`src/pkg/loop_ctrl_pkg.sv`:
```
// Constants for the digital loop mode control block.
// Assumes an 8-bit register port with indexed register selection.
package loop_ctrl_pkg;
   // ******************************
   // Register indices
   // ******************************
   localparam logic [1:0] IDX_REF_FB = 2'h0;
   localparam logic [1:0] IDX_MODE = 2'h1;
   localparam logic [1:0] IDX_DECIM = 2'h2;
   // ******************************
   // Reset values
   // ******************************
   localparam logic [7:0] RST_REF_FB = 8'h00;
   localparam logic [7:0] RST_MODE = 8'h81;
   localparam logic [7:0] RST_DECIM = 8'h36;
   // ******************************
   // Writable bit masks, reserved read-only bits read zero
   // ******************************
   localparam logic [7:0] MASK_REF_FB = 8'hD3;
   localparam logic [7:0] MASK_MODE = 8'hFF;
   localparam logic [7:0] MASK_DECIM = 8'h7F;
   // ******************************
   // Field positions
   // ******************************
   localparam int POS_POLICY = 6;
   localparam int POS_MANSEL = 4;
   localparam int POS_REVERT = 1;
   localparam int POS_HITLESS = 0;
   localparam int POS_AUTOBW = 7;
   localparam int POS_LOSSPOL = 6;
   localparam int POS_INHIBIT = 3;
   localparam int POS_ENABLE = 2;
   localparam int POS_STATESEL = 0;
   localparam int POS_HDEC = 4;
   localparam int POS_MDEC = 0;
   localparam logic [1:0] POLICY_AUTO = 2'h2;
   localparam logic [1:0] SEL_FREERUN = 2'h0;
   localparam logic [1:0] SEL_NORMAL = 2'h1;
   localparam logic [1:0] SEL_HOLDOVER = 2'h2;
   localparam logic [1:0] SEL_WRFREQ = 2'h3;
   localparam logic [2:0] HDEC_OFF = 3'h0;
   typedef enum logic [2:0] {ST_FREERUN, ST_ACQUIRE, ST_LOCKED, ST_HOLDOVER, ST_WRFREQ}
      loop_state_t;
endpackage : loop_ctrl_pkg

```
`src/rtl/loop_reg8.sv`:
```
// One 8-bit software register with a writable-bit mask.
// Assumes a single-cycle write strobe synchronous to CLOCK.
`timescale 1ns/1ps
module loop_reg8
#(
   parameter logic [7:0] RESET_VAL = 8'h00,
   parameter logic [7:0] WMASK = 8'hFF
)
(
   input wire logic clk, // System clock
   input wire logic rst, // Async reset
   input wire logic we, // Write strobe
   input wire logic [7:0] wdata, // Write data
   output logic [7:0] q // Register value
);
   logic [7:0] q_r;
   logic [7:0] q_nxt;

   always_comb
   begin
      q_nxt = q_r;
      if (we)
      begin
         q_nxt = wdata & WMASK;
      end
   end

   always_ff @(posedge clk or posedge rst)
   begin
      if (rst)
      begin
         q_r <= RESET_VAL & WMASK;
      end
      else
      begin
         q_r <= q_nxt;
      end
   end

   assign q = q_r;
endmodule : loop_reg8

```
`src/rtl/loop_mode_ctrl.sv`:
```
// Mode control of the digital phase-locked loop: reference choice, state, bandwidth.
// Assumes register access by index over an 8-bit port, and reference valid
// and lock indications from the monitor and loop logic, all on CLOCK.
// What this block does
// - Two-bit policy field: 0 manual choice bit, 2 automatic reference selection.
// - Manual choice bit: 0 first clock input, 1 second clock input.
// - Revertive bit: 1 returns to preferred reference once it is valid.
// - Hitless bit enables phase-hitless reference switching.
// - Auto bandwidth bit set: locking settings in Acquire; clear: normal always.
// - Reference loss goes to Holdover if policy bit 0, Freerun if 1.
// - Frequency-word writes allowed anytime; device suppresses filter update itself.
// - Enable 0: synthesizer mode, gate loop except filter and scaler.
// - State field: 0 Freerun, 1 Normal, 2 Holdover, 3 Write Frequency.
// - Hitless decimator shift sets bandwidth during hitless or holdover exit.
// - Hitless decimator shift ignored when hitless switching is off.
// - Main decimator shift sets bandwidth; zero means feed-through.
`timescale 1ns/1ps
module loop_mode_ctrl
   import loop_ctrl_pkg::*;
(
   input wire logic CLOCK, // 200 MHz system clock
   input wire logic RST, // Async reset, active high
   input wire logic [1:0] REG_IDX, // Register index
   input wire logic REG_WE, // Register write strobe
   input wire logic [7:0] REG_WDATA, // Register write data
   output logic [7:0] REG_RDATA, // Register read data
   input wire logic FREQ_WORD_WE, // Frequency-word register write strobe
   input wire logic FIRST_CLOCK_INPUT_VALID, // First reference qualified
   input wire logic SECOND_CLOCK_INPUT_VALID, // Second reference qualified
   input wire logic LOOP_LOCKED, // Loop lock indication
   output logic REF_SELECT, // 0 first, 1 second clock input
   output logic [2:0] LOOP_STATE, // Current loop state
   output logic USE_ACQUIRE_BW, // Use locking bandwidth and damping
   output logic FILTER_UPDATE_EN, // Loop filter may update
   output logic LOOP_CLK_EN, // Gate enable for loop logic
   output logic HITLESS_EN, // Hitless switching active
   output logic [2:0] HITLESS_DEC_SHIFT, // Effective hitless decimator shift
   output logic [3:0] MAIN_DEC_SHIFT, // Main decimator shift
   output logic DEC_FEEDTHROUGH, // Main decimator bypassed
   output logic PHASE_MEASURE // Hitless phase measurement window
);
   // ******************************
   // Registers
   // ******************************
   logic [7:0] ref_fb_q;
   logic [7:0] mode_q;
   logic [7:0] decim_q;

   loop_reg8 #(.RESET_VAL(RST_REF_FB), .WMASK(MASK_REF_FB)) u_ref_fb
   (
      .clk(CLOCK),
      .rst(RST),
      .we(REG_WE && REG_IDX == IDX_REF_FB),
      .wdata(REG_WDATA),
      .q(ref_fb_q)
   );
   loop_reg8 #(.RESET_VAL(RST_MODE), .WMASK(MASK_MODE)) u_mode
   (
      .clk(CLOCK),
      .rst(RST),
      .we(REG_WE && REG_IDX == IDX_MODE),
      .wdata(REG_WDATA),
      .q(mode_q)
   );
   loop_reg8 #(.RESET_VAL(RST_DECIM), .WMASK(MASK_DECIM)) u_decim
   (
      .clk(CLOCK),
      .rst(RST),
      .we(REG_WE && REG_IDX == IDX_DECIM),
      .wdata(REG_WDATA),
      .q(decim_q)
   );

   always_comb
   begin
      unique case (REG_IDX)
         IDX_REF_FB: REG_RDATA = ref_fb_q;
         IDX_MODE: REG_RDATA = mode_q;
         IDX_DECIM: REG_RDATA = decim_q;
         default: REG_RDATA = 8'h00;
      endcase
   end

   // ******************************
   // Field decode
   // ******************************
   logic [1:0] policy;
   logic auto_sel;
   logic manual_sel;
   logic revertive;
   logic hitless;
   logic auto_bandwidth_switch;
   logic ref_loss_policy;
   logic inhibit;
   logic loop_en;
   logic [1:0] state_sel;
   logic [2:0] hitless_decimator_shift;
   logic [3:0] main_decimator_shift;

   assign policy = ref_fb_q[POS_POLICY +: 2];
   assign auto_sel = (policy == POLICY_AUTO);
   assign manual_sel = ref_fb_q[POS_MANSEL];
   assign revertive = ref_fb_q[POS_REVERT];
   assign hitless = ref_fb_q[POS_HITLESS];
   assign auto_bandwidth_switch = mode_q[POS_AUTOBW];
   assign ref_loss_policy = mode_q[POS_LOSSPOL];
   assign inhibit = mode_q[POS_INHIBIT];
   assign loop_en = mode_q[POS_ENABLE];
   assign state_sel = mode_q[POS_STATESEL +: 2];
   assign hitless_decimator_shift = decim_q[POS_HDEC +: 3];
   assign main_decimator_shift = decim_q[POS_MDEC +: 4];

   // ******************************
   // Reference selection
   // ******************************
   logic ref_r;
   logic ref_nxt;
   logic cur_valid;
   logic other_valid;
   logic pref_valid;

   assign cur_valid = ref_r ? SECOND_CLOCK_INPUT_VALID : FIRST_CLOCK_INPUT_VALID;
   assign other_valid = ref_r ? FIRST_CLOCK_INPUT_VALID : SECOND_CLOCK_INPUT_VALID;
   assign pref_valid = FIRST_CLOCK_INPUT_VALID;

   // Automatic mode prefers the first input; switches only on loss unless revertive
   always_comb
   begin
      ref_nxt = ref_r;
      if (!auto_sel)
      begin
         ref_nxt = manual_sel;
      end
      else if (revertive && ref_r && pref_valid)
      begin
         ref_nxt = 1'b0;
      end
      else if (!cur_valid && other_valid)
      begin
         ref_nxt = !ref_r;
      end
   end

   // ******************************
   // Loop state machine
   // ******************************
   loop_state_t state_r;
   loop_state_t state_nxt;
   logic switched;
   logic meas_r;
   logic meas_nxt;

   assign switched = (ref_nxt != ref_r);

   always_comb
   begin
      state_nxt = state_r;
      if (!loop_en)
      begin
         // Synthesizer mode runs open loop
         state_nxt = (state_sel == SEL_WRFREQ) ? ST_WRFREQ : ST_FREERUN;
      end
      else
      begin
         unique case (state_sel)
            SEL_FREERUN: state_nxt = ST_FREERUN;
            SEL_HOLDOVER: state_nxt = ST_HOLDOVER;
            SEL_WRFREQ: state_nxt = ST_WRFREQ;
            SEL_NORMAL:
            begin
               unique case (state_r)
                  ST_FREERUN, ST_HOLDOVER, ST_WRFREQ:
                     if (cur_valid && !switched)
                     begin
                        state_nxt = ST_ACQUIRE;
                     end
                  ST_ACQUIRE, ST_LOCKED:
                     if (!cur_valid && !(auto_sel && other_valid))
                     begin
                        state_nxt = ref_loss_policy ? ST_FREERUN : ST_HOLDOVER;
                     end
                     else if (state_r == ST_ACQUIRE && LOOP_LOCKED)
                     begin
                        state_nxt = ST_LOCKED;
                     end
                     else if (state_r == ST_LOCKED && !LOOP_LOCKED)
                     begin
                        state_nxt = ST_ACQUIRE;
                     end
               endcase
            end
         endcase
      end
   end

   // Phase measurement window on hitless switch or holdover exit
   always_comb
   begin
      meas_nxt = 1'b0;
      if (hitless && loop_en)
      begin
         meas_nxt = (switched && state_r == ST_LOCKED)
            || (state_r == ST_HOLDOVER && state_nxt == ST_ACQUIRE);
      end
   end

   always_ff @(posedge CLOCK or posedge RST)
   begin
      if (RST)
      begin
         ref_r <= 1'b0;
         state_r <= ST_FREERUN;
         meas_r <= 1'b0;
      end
      else
      begin
         ref_r <= ref_nxt;
         state_r <= state_nxt;
         meas_r <= meas_nxt;
      end
   end

   // ******************************
   // Outputs
   // ******************************
   assign REF_SELECT = ref_r;
   assign LOOP_STATE = state_r;
   assign USE_ACQUIRE_BW = auto_bandwidth_switch && state_r == ST_ACQUIRE;
   // Frequency-word write suppresses the update in that cycle only
   assign FILTER_UPDATE_EN = !inhibit && !FREQ_WORD_WE;
   assign LOOP_CLK_EN = loop_en;
   assign HITLESS_EN = hitless;
   assign HITLESS_DEC_SHIFT = hitless ? hitless_decimator_shift : HDEC_OFF;
   assign MAIN_DEC_SHIFT = main_decimator_shift;
   assign DEC_FEEDTHROUGH = (main_decimator_shift == 4'h0);
   assign PHASE_MEASURE = meas_r;

   // ******************************
   // Checks
   // ******************************
   a_loss_policy: assert property (@(posedge CLOCK) disable iff (RST)
      (loop_en && state_sel == SEL_NORMAL && state_r == ST_LOCKED && !cur_valid
       && !(auto_sel && other_valid)) |=> (state_r == (ref_loss_policy ? ST_FREERUN : ST_HOLDOVER)))
      else $error("reference loss state wrong");
   a_manual_ref: assert property (@(posedge CLOCK) disable iff (RST)
      !auto_sel |=> (ref_r == $past(manual_sel)))
      else $error("manual reference not followed");
   a_forced_state: assert property (@(posedge CLOCK) disable iff (RST)
      (loop_en && state_sel == SEL_HOLDOVER) |=> state_r == ST_HOLDOVER)
      else $error("forced holdover not taken");
   a_acq_bw: assert property (@(posedge CLOCK) disable iff (RST)
      (!REG_WE && auto_bandwidth_switch && loop_en && state_sel == SEL_NORMAL
       && state_r == ST_FREERUN && cur_valid && !switched) |=> USE_ACQUIRE_BW)
      else $error("acquire bandwidth not used");
   a_freq_suppress: assert property (@(posedge CLOCK) disable iff (RST)
      FREQ_WORD_WE |-> !FILTER_UPDATE_EN)
      else $error("filter updated on frequency write");
   a_synth_mode: assert property (@(posedge CLOCK) disable iff (RST)
      !loop_en ##1 !loop_en |-> (state_r == ST_FREERUN || state_r == ST_WRFREQ))
      else $error("synthesizer mode in closed loop");
   a_hitless_ignore: assert property (@(posedge CLOCK) disable iff (RST)
      !hitless |-> (HITLESS_DEC_SHIFT == HDEC_OFF && !PHASE_MEASURE))
      else $error("hitless field not ignored");
   a_revert_back: assert property (@(posedge CLOCK) disable iff (RST)
      (auto_sel && revertive && ref_r && pref_valid) |=> !ref_r)
      else $error("revertive switch missed");
   a_reserved_zero: assert property (@(posedge CLOCK) disable iff (RST)
      (REG_IDX == IDX_REF_FB) |-> (REG_RDATA[5] == 1'b0 && REG_RDATA[3:2] == 2'h0))
      else $error("reserved bits not zero");
endmodule : loop_mode_ctrl

```
`config.mk`:
```
export PLATFORM = sky130hd
export DESIGN_NAME = loop_mode_ctrl
export DESIGN_NICKNAME = d
export VERILOG_FILES = /design/src/pkg/loop_ctrl_pkg.sv /design/src/rtl/loop_reg8.sv /design/src/rtl/loop_mode_ctrl.sv
export SDC_FILE = /design/constraint.sdc
export NUM_CORES = 1
export LEC_CHECK = 0
export CORE_UTILIZATION = 35
export DETAILED_ROUTE_END_ITERATION = 12
export DONT_BUFFER_PORTS = 1
export PLACE_DENSITY = 0.45
export SKIP_CTS_REPAIR_TIMING = 1
export SLEW_MARGIN = 20
export SYNTH_ARGS = -nofsm -noshare
export SYNTH_HDL_FRONTEND = slang
export SYNTH_HIERARCHICAL = 1
export SYNTH_SLANG_ARGS = --single-unit
export TNS_END_PERCENT = 100
```
`constraint.sdc`:
```
create_clock -name CLOCK -period 3.4 [get_ports CLOCK]
set_input_delay 0.85 -clock CLOCK [delete_from_list [all_inputs] [get_ports CLOCK]]
set_output_delay 0.85 -clock CLOCK [all_outputs]
set_load 0.02 [all_outputs]
```
## Word-level counts from Yosys, hierarchy flattened

Cells that the tools add are included.

- Register bits after elaboration: 25
- Bits of input ports: 17

- Equality and inequality tests: 12
- Multiplexer cells: 17
- Reduce and logical (&&, ||, !) cells: 30

Operator list:

| cell | count |
|---|---|
| 8-bit case mux with 3 select lines | 1 |
| 3-bit two-way mux | 7 |
| 1-bit logical AND | 16 |
| 3-bit case mux with 4 select lines | 1 |
| 2-bit == test (second input constant) | 4 |
| 1-bit zero test | 7 |
| 3-bit by 1-bit == test with 1-bit output (second input constant) | 2 |
| 3-bit by 2-bit == test with 1-bit output (second input constant) | 2 |
| 1-bit two-way mux | 6 |
| 3-bit case mux with 2 select lines | 1 |
| 2-bit by 1-bit == test with 1-bit output (second input constant) | 2 |
| 2-bit zero test | 2 |
| 4-bit zero test | 1 |
| 3-bit == test (second input constant) | 1 |
| 3-bit zero test | 1 |
| 3-bit OR reduction | 1 |
| 2-bit two-way mux | 1 |
| 2-bit OR reduction | 1 |
| 1-bit logical OR | 1 |
| 1-bit inequality test | 1 |

## Depth between registers and ports, before layout

- Depth in word-level cells: 17
- Mapped depth: 6
- Mapped depth without buffers: 5

## Hierarchy

Netlist, hierarchy kept.

Modules (own cells, without submodules):

| module | instances | cells an instance | area an instance (um^2) | seq. area each (um^2) |
|---|---|---|---|---|
| loop_mode_ctrl | 1 | 87 | 651.9 | 125.1 |
| loop_reg8 at u_mode | 1 | 18 | 337.8 | 202.7 |
| loop_reg8 at u_decim | 1 | 18 | 311.5 | 180.2 |
| loop_reg8 at u_ref_fb | 1 | 15 | 211.5 | 125.1 |

## Least setup slack after synthesis

OpenSTA, ideal clock, no wires.

- Path kind: input to output
- From: input REG_IDX[0]
- To: output REG_RDATA[2]
- Data arrival time: 1.658 ns
- Setup slack: 0.892 ns
- Stages: 3
- Buffers on the path: 1
- Cell sequence: buf_2 > mux2i_1 > o21ai_0

- Word-level cells in the longest chain between the ends: 2

Ends and longest elaborated chain:

| item | RTL line | source |
|---|---|---|
| start: declaration | loop_mode_ctrl.sv:23 | `input wire logic [1:0] REG_IDX,` |
| 2-bit == test (tied with other cells) | loop_mode_ctrl.sv:76 | `unique case (REG_IDX)` |
| 8-bit case mux with 3 select lines (*) | loop_mode_ctrl.sv:76 |  |
| end: declaration | loop_mode_ctrl.sv:26 | `output logic [7:0] REG_RDATA,` |

Every way passes the cells marked *; elsewhere a longest branch is shown, timed or not.

## Worst setup path in the final report

- From: input REG_IDX[1]
- To: output REG_RDATA[1]

The elaborated chain is that of the path after synthesis.

==> metrics.yaml <==
status:
  status: "completed"
sta:
  setup_tns_ns: 0
  setup_slack_ns: 0.768
  whs_ns: 0.353
  finalWorstPathRequiredPeriod_ns: 2.63
  max_freq_mhz: 380
  hold_violations: 0
  maxSlewHeadroom: 0.418
  skew_ns: 0.00429
  setup_violations: 0
  period_share: 0.774
  rsz0062_at_grt: "no"
  finalMaxSlewViolations: 0
  worst_pin_slew_ns: 0.866
placed_design:
  post_dp_cell_area_um2: 1520
  dp_slack_ns: 0.777
  placed_cells: 181
  hpwl_um: 2580
  portBuffers: 0
  gp_congestion: 0.756
layout:
  filler_cell_count: 412
  multi_input_area_um2: 795
  syn2layout_area_growth_pct: 3.56
  fin_area_um2: 1570
  num_antenna_cells: 0
  fin_util: 0.383
  fin_cells: 185
  register_area_um2: 633
  fin_nets: 153
  drive_above_1_share: 0.244
die:
  start_util: 0.370
  ios: 42
  die-width_um: 67.7
  die_h_um: 67.7
  core_area_um2: 4090
  die-area_um2: 4590
  row_count: 23
synth:
  yosysMostFrequentCell: "dfrtp_1"
  synth_top_area_frac: 0.314
  yosysWarnings: 6
  synthTopCellsByCount: "19 x dfrtp_1, 15 x mux2_4, 12 x nand2_1"
  synth_seq_cells: 25
  synth_fa_ha_area_frac: 0
  synth-compound-area-share: 0.103
  synth_cells: 138
  synth_area_leaders: "dfrtp_1 31%, mux2_4 15%, dfstp_2 10%"
  synth_top_family_by_area: "multiplexers"
  async_reset_ff_frac: 1.00
  synth_edf_count: 0
  syn_avg_cell_area_um2: 11.0
  synthXorXnorAreaFrac: 0.0174
  synthSimpleGateAreaFrac: 0.141
  ys_seq_area_frac: 0.419
  ys.flop_type: "dfrtp_1"
  synth.distinct_cells: 38
  synth_mux_area_frac: 0.253
  netlist_area_um2: 1510
  yosysTopAreaCell: "dfrtp_1"
power_and_ir_drop:
  leakage_nw: 0.677
  p_sw_mw: 0.329
  ir_drop_mv: 0.232
  pwr-share-seq: 0.536
  power_mw: 0.898
  p_clk_frac: 0.199
  p_int_mw: 0.569
  pwr-share-comb: 0.264
  switching_share: 0.366
  powerDensity_nw_per_um2: 573
worst_setup_path:
  endpoint_kind: "output pin"
  path_buf_inv: 0
  crit_arrival_ns: 1.78
  startpoint_type: "primary input"
  crit_type: "in2out"
  path_max_fanout: 11
  reg2regPathDepth: 4
  path_delay_family: "simple AND/OR/NAND/NOR gates"
  cp_slowest_cell: "nor2b_1"
  cp_num_cells: 3
  worstPathCellList: "nor2b_1 -> nand2_1 -> o21ai_0"
  required_ns: 2.55
  max_stage_delay_ns: 0.51
grt:
  grt_max_degree: 15
  grt_pass1_vias: 1023
  grt_pass1_wl_um: 5220
  overflow: 0
  antenna_found_initial: 0
  grt.total_usage: 0.159
clock_network:
  htreeDepth: 1
  clkTransAtPathRegs_ns: 0.09
  insertion_delay_ns: 0.27
  cts.sinks: 25
  cts_tree: "built"
  clk_root_buffer_cell: "clkbuf_8"
  clockBufferDepth: 2
  cts-buffers-inserted: 3
worst_hold_path:
  min_path_type: "in2async"
detailed_routing:
  wl_um: 3380
  dr_total_vias: 998
  drc_errors: 0
  drt_pass1_iterations: 4
  ant_nets: 0
  first_iter_violations: 29
  post_drt_via_cell_ratio: 5.39
  avgRoutedWirePerCell_um: 18.2
run:
  cap_violations: 0
-- cell families (layout without fill, tap and decap cells) --
kind of cell	Yosys count	after routing
simple gates	40	40
buf+inv	16	11
xor+xnor	3	3
compound gates	22	22
flops	25	25
mux	30	30
other cells	2	4
-- state kept, by name, summed over array words and instances, names as in the netlist --
register / count
PHASE_MEASURE: 1
LOOP_STATE: 3
u_mode/q: 8
u_decim/q: 7
u_ref_fb/q: 5
REF_SELECT: 1
-- final timing paths --
| check | end | slack, ns | from |
|---|---|---|---|
| max in group asynchronous | u_mode/q[7]$_DFFE_PP1P_ | 2.66 | RST |
| min in group CLOCK | u_mode/q[5]$_DFFE_PP0P_ | 0.52 | u_mode/q[5]$_DFFE_PP0P_ |
| worst min register to register | u_mode/q[5]$_DFFE_PP0P_ | 0.52 | u_mode/q[5]$_DFFE_PP0P_ |
| worst min-delay path | LOOP_STATE[1]$_DFF_PP0_ | 0.35 | RST |
| worst max register to register | PHASE_MEASURE$_DFF_PP0_ | 1.66 | REF_SELECT$_DFF_PP0_ |
| worst max-delay path | REG_RDATA[1] | 0.77 | REG_IDX[1] |
-- final cells by class --
cell class / instances / area share
clock buffer: 3 / 0.0264
clock inverter: 1 / 0.00319
inverter: 6 / 0.0144
multi-input combinational: 99 / 0.507
sequential: 25 / 0.404
tap: 50 / 0.0399
timing repair buffer: 1 / 0.00479
-- layout by cell type (no fill, tap or decap), types with 2 or more instances in the layout --
cell type	synthesis	layout
mux2_2	6	6
o21a_1	2	2
and2_1	4	4
nor2_1	5	5
dfstp_2	6	6
dfrtp_1	19	19
nand2_1	12	12
mux2i_1	9	9
mux2_4	15	15
nand2b_1	2	2
conb_1	2	4
nor3_1	2	2
nor2b_1	6	6
inv_1	6	6
o2111ai_1	2	2
clkbuf_8	0	3
nand3_1	2	2
xnor2_1	2	2
o21ai_0	11	11
-- power groups by stage --
stage	combinational [mW]	clock, mW	sequential [mW]
finish	0.238	0.179	0.482
global route	0.259	0.203	0.496
CTS	0.240	0.187	0.484
detailed placement	0.239	0	0.490
global placement	0.237	0	0.486
floorplan	0.227	0	0.454
-- layer usage --
| layer | routed length (um) | vias up | global-route usage |
|---|---|---|---|
| li1 | - | 470 | - |
| met5 | 0 | - | 0 |
| met4 | 25 | 0 | 0.0399 |
| met2 | 1510 | 33 | 0.243 |
| met1 | 1590 | 493 | 0.217 |
| met3 | 252 | 2 | 0.0490 |
Note: power is estimated with default switching activity, not from simulation.
